**config.mk**
```make
export PLATFORM = sky130hd
export DESIGN_NAME = fcs_host
export DESIGN_NICKNAME = d
export VERILOG_FILES = /design/src/core/fcs_pkg.sv /design/src/core/fcs_host.sv
export VERILOG_INCLUDE_DIRS = /design/src /design/src/core
export SDC_FILE = /design/constraint.sdc
export NUM_CORES = 1
export LEC_CHECK = 0
export ABC_AREA = 1
export BUFFER_PORTS_ARGS = -buffer_cell sky130_fd_sc_hd__buf_2
export CAP_MARGIN = 5
export CORE_MARGIN = 1.5
export CORE_UTILIZATION = 30
export CTS_CLUSTER_DIAMETER = 200
export DETAILED_ROUTE_END_ITERATION = 10
export SKIP_LAST_GASP = 1
export SYNTH_ARGS = -nofsm -noshare
export SYNTH_HDL_FRONTEND = slang
export SYNTH_SLANG_ARGS = --single-unit
```
**constraint.sdc**
```tcl
create_clock -name core_clk -period 3 [get_ports core_clk]
set_clock_uncertainty 0.2 [all_clocks]
set_input_delay 0.6 -clock core_clk [delete_from_list [all_inputs] [get_ports core_clk]]
set_output_delay 0.6 -clock core_clk [all_outputs]
set_load 0.1 [all_outputs]
```
**src/core/fcs_defs.svh**
```systemverilog
`ifndef FCS_DEFS_SVH
`define FCS_DEFS_SVH

`define FCS_ADDR_W        21
`define FCS_DATA_W        16
`define FCS_CLK_MHZ       25
`define FCS_STROBE_NS     80
`define FCS_STROBE_CYC    (((`FCS_STROBE_NS * `FCS_CLK_MHZ) + 999) / 1000)
`define FCS_ERASE_TO_US   80
`define FCS_ERASE_TO_CYC  (`FCS_ERASE_TO_US * `FCS_CLK_MHZ)
`define FCS_SYNC_CYC      2
`define FCS_CNT_W         12

`define FCS_UNLOCK1_ADDR  18'h00555
`define FCS_UNLOCK2_ADDR  18'h002aa
`define FCS_CFI_ADDR      21'h000055
`define FCS_UNLOCK1_DATA  8'haa
`define FCS_UNLOCK2_DATA  8'h55
`define FCS_CODE_RESET    8'hf0
`define FCS_CODE_AUTOSEL  8'h90
`define FCS_CODE_SECENTR  8'h88
`define FCS_CODE_ZERO     8'h00
`define FCS_CODE_PROGRAM  8'ha0
`define FCS_CODE_BYPASS   8'h20
`define FCS_CODE_ERASE    8'h80
`define FCS_CODE_CHIPERS  8'h10
`define FCS_CODE_SECTERS  8'h30
`define FCS_CODE_SUSPEND  8'hb0
`define FCS_CODE_QUERY    8'h98

`define FCS_OFS_MANUF     18'h00000
`define FCS_OFS_DEV1      18'h00001
`define FCS_OFS_DEV2      18'h0000e
`define FCS_OFS_DEV3      18'h0000f
`define FCS_OFS_SECURED   18'h00003
`define FCS_OFS_PROTECT   12'h002

`define FCS_BANK_HI       20
`define FCS_BANK_LO       18
`define FCS_SECT_LO       12
`define FCS_TIMEOUT_BIT   5
`define FCS_TOGGLE_BIT    6

`endif

```
**src/core/fcs_pkg.sv**
```systemverilog
`include "fcs_defs.svh"

package fcs_pkg;

  typedef enum logic [4:0] {
    CMD_READ, CMD_RESET, CMD_ID_MANUF, CMD_ID_DEVICE, CMD_ID_SECURED, CMD_ID_PROTECT,
    CMD_SEC_ENTER, CMD_SEC_EXIT, CMD_PROGRAM, CMD_BYP_ENTER, CMD_BYP_PROGRAM,
    CMD_BYP_RESET, CMD_CHIP_ERASE, CMD_SECTOR_ERASE, CMD_SECTOR_ADD, CMD_SUSPEND,
    CMD_RESUME, CMD_CFI_QUERY
  } fcs_cmd_type;

  typedef struct packed {
    fcs_cmd_type             cmd;
    logic [`FCS_ADDR_W-1:0]  addr;
    logic [`FCS_DATA_W-1:0]  data;
  } fcs_req_type;

  typedef struct packed {
    logic                    isWrite;
    logic                    last;
    logic [`FCS_ADDR_W-1:0]  addr;
    logic [`FCS_DATA_W-1:0]  data;
  } fcs_step_type;

  typedef struct packed {
    logic                    ceB;
    logic                    weB;
    logic                    oeB;
    logic                    dqOeB;
    logic [`FCS_ADDR_W-1:0]  addr;
    logic [`FCS_DATA_W-1:0]  dqOut;
  } fcs_pins_type;

endpackage : fcs_pkg

```
**src/core/fcs_host.sv**
```systemverilog
// What this block does
// - All command cycles are writes except array read and autoselect reads four to six.
// - Reset code F0 returns bank to read; host issues it after autoselect or timeout.
// - Autoselect: two unlocks, 90 at 555 in the bank, then read at bank (protect: sector) plus offset.
// - Host keeps the same bank address on autoselect reads until reset.
// - Device code is read over three reads at offsets 01, 0E and 0F.
// - Program is two unlocks, A0, then address with data.
// - Two-cycle bypass program is allowed only after bypass entry with code 20.
// - Bypass exit is 90 then 00 at any address.
// - Sector erase sixth cycle writes 30 at the sector address.
// - Secured region entry is two unlocks then 88.
// - Secured region exit is two unlocks, 90, then 00 anywhere.
// - Chip erase is two unlocks, 80, two unlocks, then 10.
`timescale 1ns/1ns
`include "fcs_defs.svh"

module fcs_host (
  input  wire logic                         core_clk,
  input  wire logic                         rst_b,
  input  wire logic                         reqValid,
  output logic                              reqReady,
  output logic                              reqRefused,
  input  wire fcs_pkg::fcs_req_type         req,
  output logic                              rspValid,
  output logic [`FCS_DATA_W-1:0]            rspData,
  output logic                              bypassMode,
  output logic                              opPending,
  output logic [`FCS_ADDR_W-1:0]            flashAddr,
  output logic [`FCS_DATA_W-1:0]            flashDqOut,
  output logic                              flashDqOe_b,
  input  wire logic [`FCS_DATA_W-1:0]       flashDqIn,
  output logic                              flashCe_b,
  output logic                              flashWe_b,
  output logic                              flashOe_b
);
  import fcs_pkg::*;

  localparam int STROBE_CYC = `FCS_STROBE_CYC;
  localparam int READ_CYC   = `FCS_STROBE_CYC + `FCS_SYNC_CYC;
  localparam int ERASE_CYC  = `FCS_ERASE_TO_CYC;

  typedef enum logic [1:0] {ST_IDLE, ST_SETUP, ST_STROBE, ST_HOLD} fcs_state_type;

  fcs_state_type            stateFf, nxt_state;
  fcs_req_type              reqFf, nxt_req;
  logic [2:0]               idxFf, nxt_idx;
  logic [`FCS_CNT_W-1:0]    cntFf, nxt_cnt;
  logic [`FCS_CNT_W-1:0]    windowFf, nxt_window;
  fcs_pins_type             pinsFf, nxt_pins;
  logic                     bypassFf, nxt_bypass;
  logic                     eraseFf, nxt_erase;
  logic                     suspendFf, nxt_suspend;
  logic                     pendingFf, nxt_pending;
  logic                     lastToggleFf, nxt_lastToggle;
  logic                     haveToggleFf, nxt_haveToggle;
  logic                     rspValidFf, nxt_rspValid;
  logic [`FCS_DATA_W-1:0]   rspDataFf, nxt_rspData;
  logic [`FCS_DATA_W-1:0]   dqMeta, dqSync;
  fcs_step_type             step;
  logic                     legal;

  function automatic fcs_step_type wr(input logic [`FCS_ADDR_W-1:0] a,
                                      input logic [`FCS_DATA_W-1:0] d, input logic l);
    wr = '{isWrite: 1'b1, last: l, addr: a, data: d};
  endfunction : wr

  function automatic fcs_step_type rd(input logic [`FCS_ADDR_W-1:0] a, input logic l);
    rd = '{isWrite: 1'b0, last: l, addr: a, data: '0};
  endfunction : rd

  // Commands carry only the low byte; the upper byte and unused address bits go out as zero.
  function automatic fcs_step_type stepOf(input fcs_req_type r, input logic [2:0] i);
    logic [2:0]               bank;
    logic [`FCS_ADDR_W-1:0]   u1;
    logic [`FCS_ADDR_W-1:0]   u2;
    logic [`FCS_ADDR_W-1:0]   b555;
    logic [`FCS_ADDR_W-1:0]   ba;
    logic [`FCS_ADDR_W-1:0]   sa;
    fcs_step_type             s;
    fcs_step_type             ul1;
    fcs_step_type             ul2;
    bank = r.addr[`FCS_BANK_HI:`FCS_BANK_LO];
    u1   = {3'h0, `FCS_UNLOCK1_ADDR};
    u2   = {3'h0, `FCS_UNLOCK2_ADDR};
    b555 = {bank, `FCS_UNLOCK1_ADDR};
    ba   = {bank, 18'h00000};
    sa   = {r.addr[`FCS_BANK_HI:`FCS_SECT_LO], 12'h000};
    ul1  = wr(u1, {8'h00, `FCS_UNLOCK1_DATA}, 1'b0);
    ul2  = wr(u2, {8'h00, `FCS_UNLOCK2_DATA}, 1'b0);
    s    = wr('0, {8'h00, `FCS_CODE_RESET}, 1'b1);
    unique case (r.cmd)
      CMD_READ:        s = rd(r.addr, 1'b1);
      CMD_RESET:       s = wr('0, {8'h00, `FCS_CODE_RESET}, 1'b1);
      CMD_ID_MANUF, CMD_ID_DEVICE, CMD_ID_SECURED, CMD_ID_PROTECT: begin
        // The closing reset leaves autoselect; every read keeps the same bank bits.
        if (i == 3'd0) s = ul1;
        else if (i == 3'd1) s = ul2;
        else if (i == 3'd2) s = wr(b555, {8'h00, `FCS_CODE_AUTOSEL}, 1'b0);
        else if (i == 3'd3) begin
          unique case (r.cmd)
            CMD_ID_MANUF:   s = rd({bank, `FCS_OFS_MANUF}, 1'b0);
            CMD_ID_DEVICE:  s = rd({bank, `FCS_OFS_DEV1}, 1'b0);
            CMD_ID_SECURED: s = rd({bank, `FCS_OFS_SECURED}, 1'b0);
            default:        s = rd({sa[`FCS_ADDR_W-1:`FCS_SECT_LO], `FCS_OFS_PROTECT}, 1'b0);
          endcase
        end
        else if (i == 3'd4 && r.cmd == CMD_ID_DEVICE) s = rd({bank, `FCS_OFS_DEV2}, 1'b0);
        else if (i == 3'd5 && r.cmd == CMD_ID_DEVICE) s = rd({bank, `FCS_OFS_DEV3}, 1'b0);
        else s = wr('0, {8'h00, `FCS_CODE_RESET}, 1'b1);
      end
      CMD_SEC_ENTER, CMD_SEC_EXIT, CMD_PROGRAM, CMD_BYP_ENTER: begin
        if (i == 3'd0) s = ul1;
        else if (i == 3'd1) s = ul2;
        else if (i == 3'd2) begin
          unique case (r.cmd)
            CMD_SEC_ENTER: s = wr(u1, {8'h00, `FCS_CODE_SECENTR}, 1'b1);
            CMD_SEC_EXIT:  s = wr(u1, {8'h00, `FCS_CODE_AUTOSEL}, 1'b0);
            CMD_PROGRAM:   s = wr(u1, {8'h00, `FCS_CODE_PROGRAM}, 1'b0);
            default:       s = wr(u1, {8'h00, `FCS_CODE_BYPASS}, 1'b1);
          endcase
        end
        else if (r.cmd == CMD_SEC_EXIT) s = wr('0, {8'h00, `FCS_CODE_ZERO}, 1'b1);
        else s = wr(r.addr, r.data, 1'b1);
      end
      CMD_BYP_PROGRAM: s = (i == 3'd0) ? wr('0, {8'h00, `FCS_CODE_PROGRAM}, 1'b0)
                                       : wr(r.addr, r.data, 1'b1);
      CMD_BYP_RESET:   s = (i == 3'd0) ? wr('0, {8'h00, `FCS_CODE_AUTOSEL}, 1'b0)
                                       : wr('0, {8'h00, `FCS_CODE_ZERO}, 1'b1);
      CMD_CHIP_ERASE, CMD_SECTOR_ERASE: begin
        if (i == 3'd0 || i == 3'd3) s = ul1;
        else if (i == 3'd1 || i == 3'd4) s = ul2;
        else if (i == 3'd2) s = wr(u1, {8'h00, `FCS_CODE_ERASE}, 1'b0);
        else if (r.cmd == CMD_CHIP_ERASE) s = wr(u1, {8'h00, `FCS_CODE_CHIPERS}, 1'b1);
        else s = wr(sa, {8'h00, `FCS_CODE_SECTERS}, 1'b1);
      end
      CMD_SECTOR_ADD:  s = wr(sa, {8'h00, `FCS_CODE_SECTERS}, 1'b1);
      CMD_SUSPEND:     s = wr(ba, {8'h00, `FCS_CODE_SUSPEND}, 1'b1);
      CMD_RESUME:      s = wr(ba, {8'h00, `FCS_CODE_SECTERS}, 1'b1);
      CMD_CFI_QUERY:   s = wr(`FCS_CFI_ADDR, {8'h00, `FCS_CODE_QUERY}, 1'b1);
    endcase
    stepOf = s;
  endfunction : stepOf

  // Requests that the flash would ignore or misread are refused before any pin moves.
  always_comb begin
    unique case (req.cmd)
      CMD_READ:        legal = 1'b1;
      CMD_BYP_PROGRAM: legal = bypassFf;
      CMD_BYP_RESET:   legal = bypassFf;
      CMD_SECTOR_ADD:  legal = !bypassFf && windowFf != '0;
      CMD_SUSPEND:     legal = !bypassFf && eraseFf && !suspendFf;
      CMD_RESUME:      legal = !bypassFf && suspendFf;
      CMD_CFI_QUERY:   legal = !bypassFf && !eraseFf;
      default:         legal = !bypassFf;
    endcase
  end

  assign step       = stepOf(reqFf, idxFf);
  assign reqReady   = (stateFf == ST_IDLE);
  assign reqRefused = reqReady && reqValid && !legal;

  always_comb begin
    nxt_state      = stateFf;
    nxt_req        = reqFf;
    nxt_idx        = idxFf;
    nxt_cnt        = cntFf;
    nxt_window     = (windowFf != '0) ? windowFf - 1'b1 : windowFf;
    nxt_pins       = pinsFf;
    nxt_bypass     = bypassFf;
    nxt_erase      = eraseFf;
    nxt_suspend    = suspendFf;
    nxt_pending    = pendingFf;
    nxt_lastToggle = lastToggleFf;
    nxt_haveToggle = haveToggleFf;
    nxt_rspValid   = 1'b0;
    nxt_rspData    = rspDataFf;
    unique case (stateFf)
      ST_IDLE: begin
        if (reqValid && legal) begin
          nxt_req   = req;
          nxt_idx   = 3'd0;
          nxt_state = ST_SETUP;
          // Any command other than another sector or a suspend closes the erase loading window.
          if (req.cmd != CMD_SECTOR_ADD && req.cmd != CMD_SUSPEND) nxt_window = '0;
        end
      end
      ST_SETUP: begin
        // Address settles with chip enable low before the strobe falls.
        nxt_pins.ceB   = 1'b0;
        nxt_pins.addr  = step.addr;
        nxt_pins.dqOut = step.data;
        nxt_pins.dqOeB = !step.isWrite;
        nxt_cnt        = '0;
        nxt_state      = ST_STROBE;
      end
      ST_STROBE: begin
        nxt_pins.weB = !step.isWrite;
        nxt_pins.oeB = step.isWrite;
        nxt_cnt      = cntFf + 1'b1;
        if (step.isWrite ? (cntFf == STROBE_CYC[`FCS_CNT_W-1:0])
                         : (cntFf == READ_CYC[`FCS_CNT_W-1:0])) begin
          // Data stays driven through the rising strobe and one more cycle.
          nxt_pins.weB = 1'b1;
          nxt_pins.oeB = 1'b1;
          nxt_state    = ST_HOLD;
          if (!step.isWrite) begin
            nxt_rspValid = 1'b1;
            nxt_rspData  = dqSync;
            if (reqFf.cmd == CMD_READ && pendingFf) begin
              nxt_lastToggle = dqSync[`FCS_TOGGLE_BIT];
              nxt_haveToggle = 1'b1;
              if (haveToggleFf && lastToggleFf == dqSync[`FCS_TOGGLE_BIT]) begin
                nxt_pending    = 1'b0;
                nxt_haveToggle = 1'b0;
                if (!suspendFf) nxt_erase = 1'b0;
              end else if (dqSync[`FCS_TIMEOUT_BIT]) begin
                // Still toggling with the timeout bit up: a reset follows at once.
                nxt_req.cmd    = CMD_RESET;
                nxt_pending    = 1'b0;
                nxt_erase      = 1'b0;
                nxt_suspend    = 1'b0;
                nxt_haveToggle = 1'b0;
              end
            end
          end
        end
      end
      ST_HOLD: begin
        nxt_pins.ceB   = 1'b1;
        nxt_pins.dqOeB = 1'b1;
        if (step.last && !(reqFf.cmd == CMD_RESET && pinsFf.dqOeB)) begin
          nxt_state = ST_IDLE;
          unique case (reqFf.cmd)
            CMD_BYP_ENTER:   nxt_bypass = 1'b1;
            CMD_BYP_RESET:   nxt_bypass = 1'b0;
            CMD_PROGRAM, CMD_BYP_PROGRAM, CMD_CHIP_ERASE: nxt_pending = 1'b1;
            CMD_SECTOR_ERASE, CMD_SECTOR_ADD: begin
              nxt_pending = 1'b1;
              nxt_erase   = 1'b1;
              nxt_window  = ERASE_CYC[`FCS_CNT_W-1:0];
            end
            CMD_SUSPEND:     nxt_suspend = 1'b1;
            CMD_RESUME:      nxt_suspend = 1'b0;
            default:         nxt_pending = pendingFf;
          endcase
        end else begin
          nxt_idx   = (step.last) ? 3'd0 : idxFf + 1'b1;
          nxt_state = ST_SETUP;
        end
      end
    endcase
  end

  always_ff @(posedge core_clk) begin
    dqMeta <= flashDqIn;
    dqSync <= dqMeta;
  end

  always_ff @(posedge core_clk) begin
    if (!rst_b) begin
      stateFf      <= ST_IDLE;
      reqFf        <= '0;
      idxFf        <= 3'd0;
      cntFf        <= '0;
      windowFf     <= '0;
      pinsFf       <= '{ceB: 1'b1, weB: 1'b1, oeB: 1'b1, dqOeB: 1'b1, addr: '0, dqOut: '0};
      bypassFf     <= 1'b0;
      eraseFf      <= 1'b0;
      suspendFf    <= 1'b0;
      pendingFf    <= 1'b0;
      lastToggleFf <= 1'b0;
      haveToggleFf <= 1'b0;
      rspValidFf   <= 1'b0;
      rspDataFf    <= '0;
    end else begin
      stateFf      <= nxt_state;
      reqFf        <= nxt_req;
      idxFf        <= nxt_idx;
      cntFf        <= nxt_cnt;
      windowFf     <= nxt_window;
      pinsFf       <= nxt_pins;
      bypassFf     <= nxt_bypass;
      eraseFf      <= nxt_erase;
      suspendFf    <= nxt_suspend;
      pendingFf    <= nxt_pending;
      lastToggleFf <= nxt_lastToggle;
      haveToggleFf <= nxt_haveToggle;
      rspValidFf   <= nxt_rspValid;
      rspDataFf    <= nxt_rspData;
    end
  end

  // A sequence is never left half written except by rst_b, which idles the pins and can leave the flash mid-command.
  assign flashAddr   = pinsFf.addr;
  assign flashDqOut  = pinsFf.dqOut;
  assign flashDqOe_b = pinsFf.dqOeB;
  assign flashCe_b   = pinsFf.ceB;
  assign flashWe_b   = pinsFf.weB;
  assign flashOe_b   = pinsFf.oeB;
  assign rspValid    = rspValidFf;
  assign rspData     = rspDataFf;
  assign bypassMode  = bypassFf;
  assign opPending   = pendingFf;

endmodule : fcs_host

```
Word level (Yosys, flattened, before mapping). Cells that the tools add are included.

Logic and storage cells: 200. Output and inout bits: 62. Input port bits: 61. Flip-flop bits (word level): 167.

Reductions and logical operators: 51. Bitwise logic cells: 1. Mux-type cells: 73. Equal/unequal tests: 49. Add/subtract/negate cells: 3.

Operator list (number): $pmux W39 S11 (1); $mux W39 (9); $mux W38 (5); $pmux W38 S3 (1); $pmux W34 S3 (1); $mux W37 (2); $eq A5 B4 Y1 const B (12); $mux W12 (5); $pmux W12 S2 (2); $mux W42 (1); $mux W5 (5); $mux W1 (24); $eq A5 B3 Y1 const B (4); $eq A5 B5 Y1 const B (4); $ne A2 B2 Y1 const B (8); $reduce_and A8 Y1 (2); $logic_and A1 B1 Y1 (15); $pmux W1 S2 (7); $reduce_and A7 Y1 (2); $add A12 B1 Y12 const B (1); $eq A12 B2 Y1 const B (1); $eq A12 B3 Y1 const B (1); $reduce_and A3 Y1 (4); $reduce_bool A12 Y1 (1); 32 further kinds (59).

Longest topological paths before layout. Gate-level depths: netlist of the first run.

Depth in word-level cells: 12. Depth in mapped cells: 18. Depth with buffers taken out: 17.

Least setup slack after synthesis of the first run. OpenSTA, ideal clock, no wires.

Path kind: register to output. Start: reg stateFf[1]. End: out reqRefused. Path slack: -0.495 ns. Path buffers: 0. Cell stages (with the launch flop): 5. Data arrival time: 2.695 ns. Path through: dfxtp_1 -> inv_1 -> ha_1 -> nand2_1 -> nor2_1.

Cells in the longest elaborated chain, start to end: 3.

RTL lines: from (decl) (line fcs_host.sv:44) `fcs_state_type stateFf, nxt_state;`; from (signal assigned) (line fcs_host.sv:276) `stateFf <= nxt_state;`; $logic_not A2 Y1 (line fcs_host.sv:159) `assign reqReady = (stateFf == ST_IDLE);`; net reqReady (line fcs_host.sv:21) `output logic reqReady,`; $logic_and A1 B1 Y1 (2 in series) (line fcs_host.sv:160) `assign reqRefused = reqReady && reqValid && !legal;`; to (decl) (line fcs_host.sv:22) `output logic reqRefused,`.

The timed path passes the listed nets, and every way through them passes these cells.

Final worst setup path of the first run.
Start: reg windowFf[0]. End: out reqRefused.

Cells in the longest elaborated chain, start to end: 5.

RTL lines: from (decl) (line fcs_host.sv:48) `` logic [`FCS_CNT_W-1:0] windowFf, nxt_window; ``; from (signal assigned) (line fcs_host.sv:280) `windowFf <= nxt_window;`; $reduce_bool A12 Y1 (line fcs_host.sv:150) `CMD_SECTOR_ADD: legal = !bypassFf && windowFf != '0;`; $logic_and A1 B1 Y1 (line fcs_host.sv:150); $pmux W1 S6 (line fcs_host.sv:146) `unique case (req.cmd)`; $logic_not A1 Y1 (line fcs_host.sv:160); $logic_and A1 B1 Y1 (line fcs_host.sv:160).

Every way passes these cells.

==> flow_summary.ini, run 1 <==
[worst_setup_path]
worstPathCellList = inv_1 > ha_1 > inv_1 > nor2_2 > nand4_2 > nand2_1 > nand2_1 > nand2_1 > nand2_1 > nand2_1 > nand2_2 > nor2_4 > buf_12
start_kind = flip-flop
critPathTopFamily = simple AND/OR/NAND/NOR gates
cp_max_fo = 4
reg2regPathDepth = 13
cp-startpoint = windowFf[0]
cp-end-kind = primary output
r2r_setup_slack_ns = 0.32
path_class = flip-flop to primary output
path_common_cell = nand2_1
r2r-end = windowFf[2]
reg2reg_from = reqFf[37]
max_stage_delay_ns = 0.31
crit_arrival_ns = 2.03
crit_slowest_cell = dfxtp_1
cp.depth = 13
cp.required_ns = 2.20
cp_num_buf_inv = 3
crit_end = reqRefused

[timing]
period_minus_slack_ns = 2.83
fin_crit_sh_pct = 94.5
rsz0062_at_grt = no
tns_ns = 0
layout_setup_ws_ns = 0.165
setup_viol = 0
slew_headroom_pct = 56.9
max_freq_mhz = 353
finalHoldViolCount = 0
worst_pin_slew_ns = 0.641
drv_slew = 0

[routing]
remaining_drc_errors = 0
wl_per_cell_um = 13.8
drtPass1Iterations = 5
via_per_inst = 4.79
ant_nets = 0
drtIter0Drc = 484
via_count = 7242
routed_wl_um = 20800

[logic_synthesis]
ys.flop_type = dfxtp_1
seq_area_frac_synth_pct = 44.9
synth_top_area_share_pct = 44.9
ys_ff_latch = 167
synth_top_family_by_area = simple AND/OR/NAND/NOR gates
synthMuxAreaShare_pct = 0
synth_xor_area_share_pct = 0.824
netlist_instances = 1042
synthAdderAreaFrac_pct = 2.02
synth_compound_area_share_pct = 15.3
syn_nets = 1115
synth_area_um2 = 7440
yosysUniqueCellTypes = 41
async_flop_share_pct = 0
ys_top_cells_by_area = dfxtp_1, nand2_1, a21oi_1
synth_top_area_cell = dfxtp_1
ys_warn_count = 0
synth-simple-area-share_pct = 28.7
synth-edff-count = 0
syn_avg_cell_area_um2 = 7.14

[floorplan]
start_util_pct = 30.6
die_w_um = 161
core_area_um2 = 24300
die_h_um = 161
num_rows = 57
boundaryPins = 123
die-area_um2 = 25800

[cts]
clk_path_buf_depth = 2
path_clk_slew_ns = 0.08
cts_tree = done
numCtsBuffers = 17
htreeDepth = 4
cts-root-buf = clkbuf_16
clock_sinks = 167
clk-insertion-delay-late_ns = 0.44
hold_buffers = 0

[pwr]
power_frac_clock_pct = 23.1
swShare_pct = 48.8
p_leak_nw = 4.14
switching_power_mw = 4.65
p_per_area_nw_per_um2 = 1040
vdd_drop_max_mv = 0.517
p_seq_share_pct = 29.9
p_int_mw = 4.88
combPwrFrac_pct = 47.1

[final_layout]
drive_gt1_share_pct = 18.6
multi_input_area_um2 = 3500
antenna_cells = 0
ff_latch_area_um2 = 3340
final_common_cell = nand2_1
fill_cells = 2592
final_nets = 1249
final_cell_mix = nand2_1, dfxtp_1, nor2_1, buf_2, a21oi_1
area_growth_syn_to_layout_pct = 22.7

[placed_design]
io_buffers = 122
dp_slack_ns = 0.114
post-dp-hpwl_um = 15600
gp_congestion = 0.922

[global_routing]
first_global_vias = 6817
gr-usage-all-layers_pct = 16.2
grt_overflow_total = 0
antenna_found_initial = 0
grt_max_degree = 49
grt_pass1_wl_um = 33600

[min_path]
holdCritPathClass = primary input to flip-flop
min_path_cells = 1

[run]
cap_violations = 0

[outcome]
status = finished, final reports clean
-- synthesized netlist by cell type, types with 2 or more instances --
cell type and instances:
a21oi_1 104, o311ai_0 2, o2111ai_1 3, nand3_4 2
clkinv_1 4, o21ai_0 65, clkbuf_1 22, nor3_1 28
dfxtp_1 167, buf_4 2, ha_1 12, a211oi_1 6
nand2_2 7, xor2_1 6, nor2_4 4, o22ai_1 3
a31oi_1 7, buf_6 3, nand3b_1 3, o211ai_1 11
nand3_2 2, nand2_1 241, o21ai_1 3, buf_2 9
inv_2 8, nand3_1 58, nor2_2 4, nor4_1 7
nor2_1 127, nand4_1 9, inv_1 103
-- worst min-delay path by stage --
stage / start / to
6_report: flashDqIn[2] / dqMeta[2]
5_1_grt: flashDqIn[1] / dqMeta[1]
4_1_cts: flashDqIn[2] / dqMeta[2]
2_1_floorplan: dqMeta[0] / dqSync[0]
3_3_place_gp: dqMeta[12] / dqSync[12]
3_5_place_dp: dqMeta[13] / dqSync[13]
-- sequential cells by signal (all words and copies together), names as in the netlist, 2 cells and up --
name and count:
rspData 16, reqFf 42, stateFf 2, flashAddr 21, dqSync 16, idxFf 3
flashDqOut 16, cntFf 12, dqMeta 16, windowFf 12
-- metrics by stage --
step	total power [mW]	utilization, %	hold slack [ns]	cell area (um^2)	std cells
2_1_floorplan	6.30	-	0.110	7450	1042
3_3_place_gp	7.35	35.1	0.110	8530	1481
3_5_place_dp	7.36	35.1	0.112	8530	1481
4_1_cts	9.59	37.5	0.0423	9120	1513
5_1_grt	10.2	37.5	0.0370	9130	1513
6_report	9.53	37.5	0.0581	9130	1513
-- layer usage --
metal / global-route usage (%) / wire (um) / up-vias
met5: 0 / 0 / -
met4: 7.18 / 551 / 0
met3: 4.16 / 1160 / 40
met2: 26.7 / 9740 / 209
met1: 20.0 / 9380 / 3312
li1: - / - / 3681
-- layout make-up --
type / instances / share of cell area [%]
well taps: 324 / 4.44
flip-flops and latches: 167 / 36.6
repair buffers: 152 / 9.32
clock buffers: 17 / 4.66
clock inverters: 15 / 1.89
multi-input cells: 723 / 38.4
inverters: 115 / 4.73
-- power by group through the flow --
stage	clock, mW	combinational [mW]	sequential [mW]
2_1_floorplan	0	2.36	3.94
3_3_place_gp	0	4.46	2.89
3_5_place_dp	0	4.47	2.89
4_1_cts	2.26	4.48	2.85
5_1_grt	2.35	4.92	2.90
6_report	2.20	4.48	2.85
-- timing repair --
action | CTS | global route
gates resized for setup | 0 | 3
setup buffers | 0 | 0
setup endpoints to repair | 0 | 50
-- worst reg2reg max path, cell delays in order, from the launching register on --
cell	delay [ns]
dfxtp_1	0.60
nor2_2	0.10
inv_1	0.08
nor2_1	0.05
nand2_1	0.08
nand2_1	0.11
nor2_1	0.21
nand3_1	0.26
nand2_1	0.21
o21bai_2	0.12
o21ai_0	0.20
nand3_1	0.12
nand2_2	0.16
nor2_1	0.07
-- cells by family (layout without fill, tap and decap cells) --
kind of cell / count (synthesis) / in the layout
compound gates: 209 / 209
xor+xnor: 7 / 7
fa+ha+maj: 12 / 12
simple gates: 495 / 495
buf+inv: 152 / 299
flops: 167 / 167
(Power assumes the default switching activity.)
==> run 2: changes to the inputs <==
- CAP_MARGIN: 5 -> 10
- clock period: 3 -> 2.45 ns (I/O delays scaled with it)
==> flow_summary.ini, run 2 (synthesis gave the netlist of run 1 again) <==
[final_layout]
area_growth_syn_to_layout_pct = 36.5
drive_gt1_share_pct = 27.2
largest_reg_flops = 42
final_nets = 1345
final_common_cell = nand2_1
final_cell_mix = nand2_1, dfxtp_1, buf_2, nor2_1, buf_4
antenna_cells = 0
fin_area_um2 = 10200
top_register = reqFf

[worst_setup_path]
path_class = flip-flop to primary output
r2r_setup_slack_ns = 0.12
start_kind = flip-flop
cp-end-kind = primary output
crit_arrival_ns = 1.87
cp.required_ns = 1.76
crit_slowest_cell = dfxtp_2
path_common_cell = nand2_1
cp_max_fo = 2
worstPathCellList = inv_2 > ha_4 > inv_2 > nor2_4 > nand4_4 > nand2_1 > nand2_1 > nand2_1 > nand2_1 > nand2_1 > nand2_2 > nor2_4 > buf_12
max_stage_delay_ns = 0.33

[timing]
slew_headroom_pct = 60.9
worst_pin_slew_ns = 0.581
max_freq_mhz = 390
period_minus_slack_ns = 2.56
finalHoldViolCount = 0
drv_slew = 0
fin_crit_sh_pct = 105
holdWs_ns = 0.108
setup_viol = 1
layout_setup_ws_ns = -0.114
rsz0062_at_grt = yes

[pwr]
vdd_drop_max_mv = 0.710
p_per_area_nw_per_um2 = 1260
p_leak_nw = 4.66

[global_routing]
first_global_vias = 6990
grt_busiest_layer = met2
antenna_found_initial = 0
grt_overflow_total = 0
met3_usage_pct = 3.62
grt_pass1_wl_um = 34700
grt_max_degree = 66
met1_usage_pct = 21.6
gr-usage-all-layers_pct = 16.7
grt_util_met2_pct = 27.5

[floorplan]
core_area_um2 = 24300
die-area_um2 = 25800
die_w_um = 161
start_util_pct = 30.6
die_h_um = 161
num_rows = 57
boundaryPins = 123

[cts]
path_clk_slew_ns = 0.08
numCtsBuffers = 17
clock_sinks = 167
cts_tree = done
htreeDepth = 4
cts-root-buf = clkbuf_16
clk_path_buf_depth = 2
clk-insertion-delay-late_ns = 0.43

[placed_design]
post-dp-hpwl_um = 16000
io_buffers = 122
gp_congestion = 0.951
placed_cell_area_um2 = 9020

[routing]
routed_wl_um = 21500
via_count = 7500
wl_per_cell_um = 13.4
drtIter0Drc = 509
via_per_inst = 4.66
ant_nets = 0
remaining_drc_errors = 0
drtPass1Iterations = 5

[outcome]
status = complete, but fails checks
violations = setup timing

[min_path]
holdCritPathClass = primary input to flip-flop

[run]
cap_violations = 0
-- run 2: changes by cell type in the layout (fill, tap and decap cells not counted), moves of 4 or more --
cell | previous run | this run
nor2_4 | 5 | 12
dfxtp_1 | 167 | 157
nand2_2 | 8 | 15
nor2_1 | 124 | 115
dlygate4sd3_1 | 0 | 16
inv_1 | 102 | 93
dfxtp_4 | 0 | 4
buf_4 | 30 | 104
nand2_1 | 240 | 230
ha_1 | 12 | 7
inv_2 | 9 | 17
buf_6 | 0 | 4
dfxtp_2 | 0 | 6
-- run 2: path summary, 6_finish.rpt --
kind	start	endpoint	cells after the start
worst min register to register	dqMeta[11]	dqSync[11]	0
worst max-delay path	windowFf[1]	reqRefused	13
worst max register to register	reqFf[40]	rspData[6]	12
worst min-delay path	req[32]	reqFf[32]	3
-- run 2: where the power goes --
| group | leakage [nW] | switching, mW | internal (mW) |
|---|---|---|---|
| combinational | 2.99 | 4.36 | 2.13 |
| sequential | 1.37 | 0.305 | 3.20 |
| clock | 0.305 | 1.31 | 1.49 |
| total | 4.66 | 5.97 | 6.82 |
-- run 2: timing repair --
item                                    4_1_cts  5_1_grt
cloned                                        0        1
pin swaps                                     5       20
gates resized for setup                      15       62
hold buffers                                 16        0
hold endpoints to repair                     16        0
endpoints found under the setup margin        7       65
buffers inserted                              8        9
-- run 2: per-stage QoR --
step | utilization, % | TNS [ns] | setup WS [ns] | std cells | total power, mW
after global routing | 41.8 | -0.528 | -0.243 | 1609 | 13.6
after floorplan | - | 0 | 0.0206 | 1042 | 7.73
after CTS | 40.8 | -0.135 | -0.135 | 1599 | 12.5
final | 41.8 | -0.114 | -0.114 | 1609 | 12.8
after global placement | 37.1 | -0.368 | -0.0626 | 1543 | 9.52
after detailed placement | 37.1 | -0.0175 | -0.0103 | 1543 | 9.54
-- run 2: layout make-up --
type                    instances  area [um^2]
clock buffers                  17          425
multi-input cells             723         3670
clock inverters                15          200
well taps                     324          405
flip-flops and latches        167         3370
inverters                     115          442
repair buffers                248         1650
fillers                      2463        14200
-- run 2: routing by layer --
metal  vias to the layer above  routed length [um]
met3                        28                1100
met1                      3381                9960
li1                       3872                   -
met4                         0                 399
met2                       219               10100
met5                         -                   0
-- run 2: worst max-delay path, delay by kind of cell, from the launching register on --
family                   cells  cell delay [ns]
AND/OR/NAND/NOR              9             0.69
buffers and inverters        3             0.29
adder cells (fa/ha/maj)      1             0.13
flip-flops                   1             0.33
==> run 3: changes to the inputs <==
- RECOVER_POWER: unset -> 50
==> flow_summary.ini, run 3 (synthesis gave the netlist of run 1 again) <==
[outcome]
status = complete, but fails checks
violations = setup timing

[routing]
wl_per_cell_um = 13.4
remaining_drc_errors = 0
via_per_inst = 4.69
drtIter0Drc = 533
routed_wl_um = 21500
via_count = 7549
ant_nets = 0
drtPass1Iterations = 5

[worst_setup_path]
cp-end-kind = primary output
crit_arrival_ns = 1.87
start_kind = flip-flop
cp_num_buf_inv = 3
cp.required_ns = 1.76
critPathTopFamily = simple AND/OR/NAND/NOR gates
max_stage_delay_ns = 0.33
path_class = flip-flop to primary output
path_common_cell = nand2_1
crit_slowest_cell = dfxtp_2
worstPathCellList = inv_2 > ha_4 > inv_2 > nor2_4 > nand4_4 > nand2_1 > nand2_1 > nand2_1 > nand2_1 > nand2_1 > nand2_2 > nor2_4 > buf_12
cp_max_fo = 2

[floorplan]
core_area_um2 = 24300
num_rows = 57
die_h_um = 161
boundaryPins = 123
die_w_um = 161
start_util_pct = 30.6
die-area_um2 = 25800

[timing]
rsz0062_at_grt = yes
holdWs_ns = 0.108
worst_pin_slew_ns = 0.612
tns_ns = -0.554
layout_setup_ws_ns = -0.112
finalHoldViolCount = 0
fin_crit_sh_pct = 105
slew_headroom_pct = 58.7
max_freq_mhz = 390
drv_slew = 0
setup_viol = 19
period_minus_slack_ns = 2.56

[global_routing]
gr-usage-all-layers_pct = 16.7
grt_busiest_layer = met2
grt_pass1_wl_um = 34700
grt_util_met2_pct = 27.5
met3_usage_pct = 3.62
antenna_found_initial = 0
grt_max_degree = 66
grt_overflow_total = 0
met1_usage_pct = 21.6
first_global_vias = 6990

[placed_design]
gp_congestion = 0.951
io_buffers = 122
post-dp-hpwl_um = 16000
dp.cells = 1543

[pwr]
p_seq_share_pct = 27.5
swShare_pct = 46.8
p_per_area_nw_per_um2 = 1260
p_leak_nw = 4.61
vdd_drop_max_mv = 0.708
switching_power_mw = 5.97
p_int_mw = 6.79
combPwrFrac_pct = 50.5
power_frac_clock_pct = 22.0

[min_path]
holdCritPathClass = primary input to flip-flop

[final_layout]
area_growth_syn_to_layout_pct = 36.2
final_common_cell = nand2_1
antenna_cells = 0
final_cell_mix = nand2_1, dfxtp_1, nor2_1, a21oi_1, buf_4
ff_latch_area_um2 = 3370
drive_gt1_share_pct = 26.8
fill_cells = 2468
largest_reg_flops = 42
multi_input_area_um2 = 3660
final_nets = 1345
stdcell_count = 1609
top_register = reqFf

[cts]
path_clk_slew_ns = 0.07
cts_tree = done
htreeDepth = 4
clk_path_buf_depth = 2
clk-insertion-delay-late_ns = 0.43
clock_sinks = 167
numCtsBuffers = 17
cts-root-buf = clkbuf_16

[run]
cap_violations = 0
[run 3: changes by cell type in the layout (fill, tap and decap cells not counted), sizes merged]
cell	delta
buf	-62
clkbuf	+62
[run 3: area by class of cell]
class,instances,area share [%]
clock inverters,15,1.98
repair buffers,248,16.2
inverters,115,4.36
flip-flops and latches,167,33.2
clock buffers,17,4.20
well taps,324,4.00
multi-input cells,723,36.1
[run 3: through the flow]
step	utilization (%)	setup slack, ns	power (mW)	instance area [um^2]
final	41.7	-0.112	12.8	10100
after global routing	41.7	-0.243	13.6	10100
after CTS	40.8	-0.135	12.5	9910
after detailed placement	37.1	-0.0103	9.54	9020
after global placement	37.1	-0.0626	9.52	9020
after floorplan	-	0.0206	7.73	7460
[run 3: final timing paths]
check | startpoint | endpoint | slack (ns) | depth (start not counted)
setup / recovery | windowFf[1] | reqRefused | -0.11 | 13
hold / removal | req[32] | reqFf[32] | 0.11 | 3
setup reg to reg | reqFf[38] | rspData[6] | -0.05 | 14
hold reg to reg | dqMeta[11] | dqSync[11] | 0.13 | 0
[run 3: per-layer routing]
metal | up-vias | part of all wire (%)
li1 | 3874 | -
met1 | 3422 | 46
met2 | 222 | 47
met3 | 31 | 5.0
met4 | 0 | 2.0
met5 | - | 0
[run 3: what timing repair did]
item,4_1_cts,5_1_grt
hold buffers,16,0
hold endpoints to repair,16,0
buffers inserted,8,9
pin swaps,5,20
endpoints found under the setup margin,7,65
gates cloned,0,1
resized for setup,15,62
[run 3: power by group through the flow]
stage	combinational, mW	sequential [mW]	clock (mW)
3_5_place_dp	6.01	3.53	0
5_1_grt	7.01	3.58	2.98
4_1_cts	6.19	3.48	2.87
2_1_floorplan	2.90	4.83	0
6_report	6.44	3.51	2.80
3_3_place_gp	6.00	3.53	0
[run 3: worst reg2reg max path, stage by stage (launching register included)]
cell and delay (ns):
dfxtp_4 0.38, inv_6 0.08, nor2_1 0.05, nand3_1 0.12, nand2_2 0.07, nor2_1 0.33
nand2_2 0.14, nor2_4 0.16, nand2_2 0.08, nand2_2 0.09, nand3_4 0.09, nor2_4 0.29
buf_6 0.17, nand2_1 0.05, a21oi_1 0.14
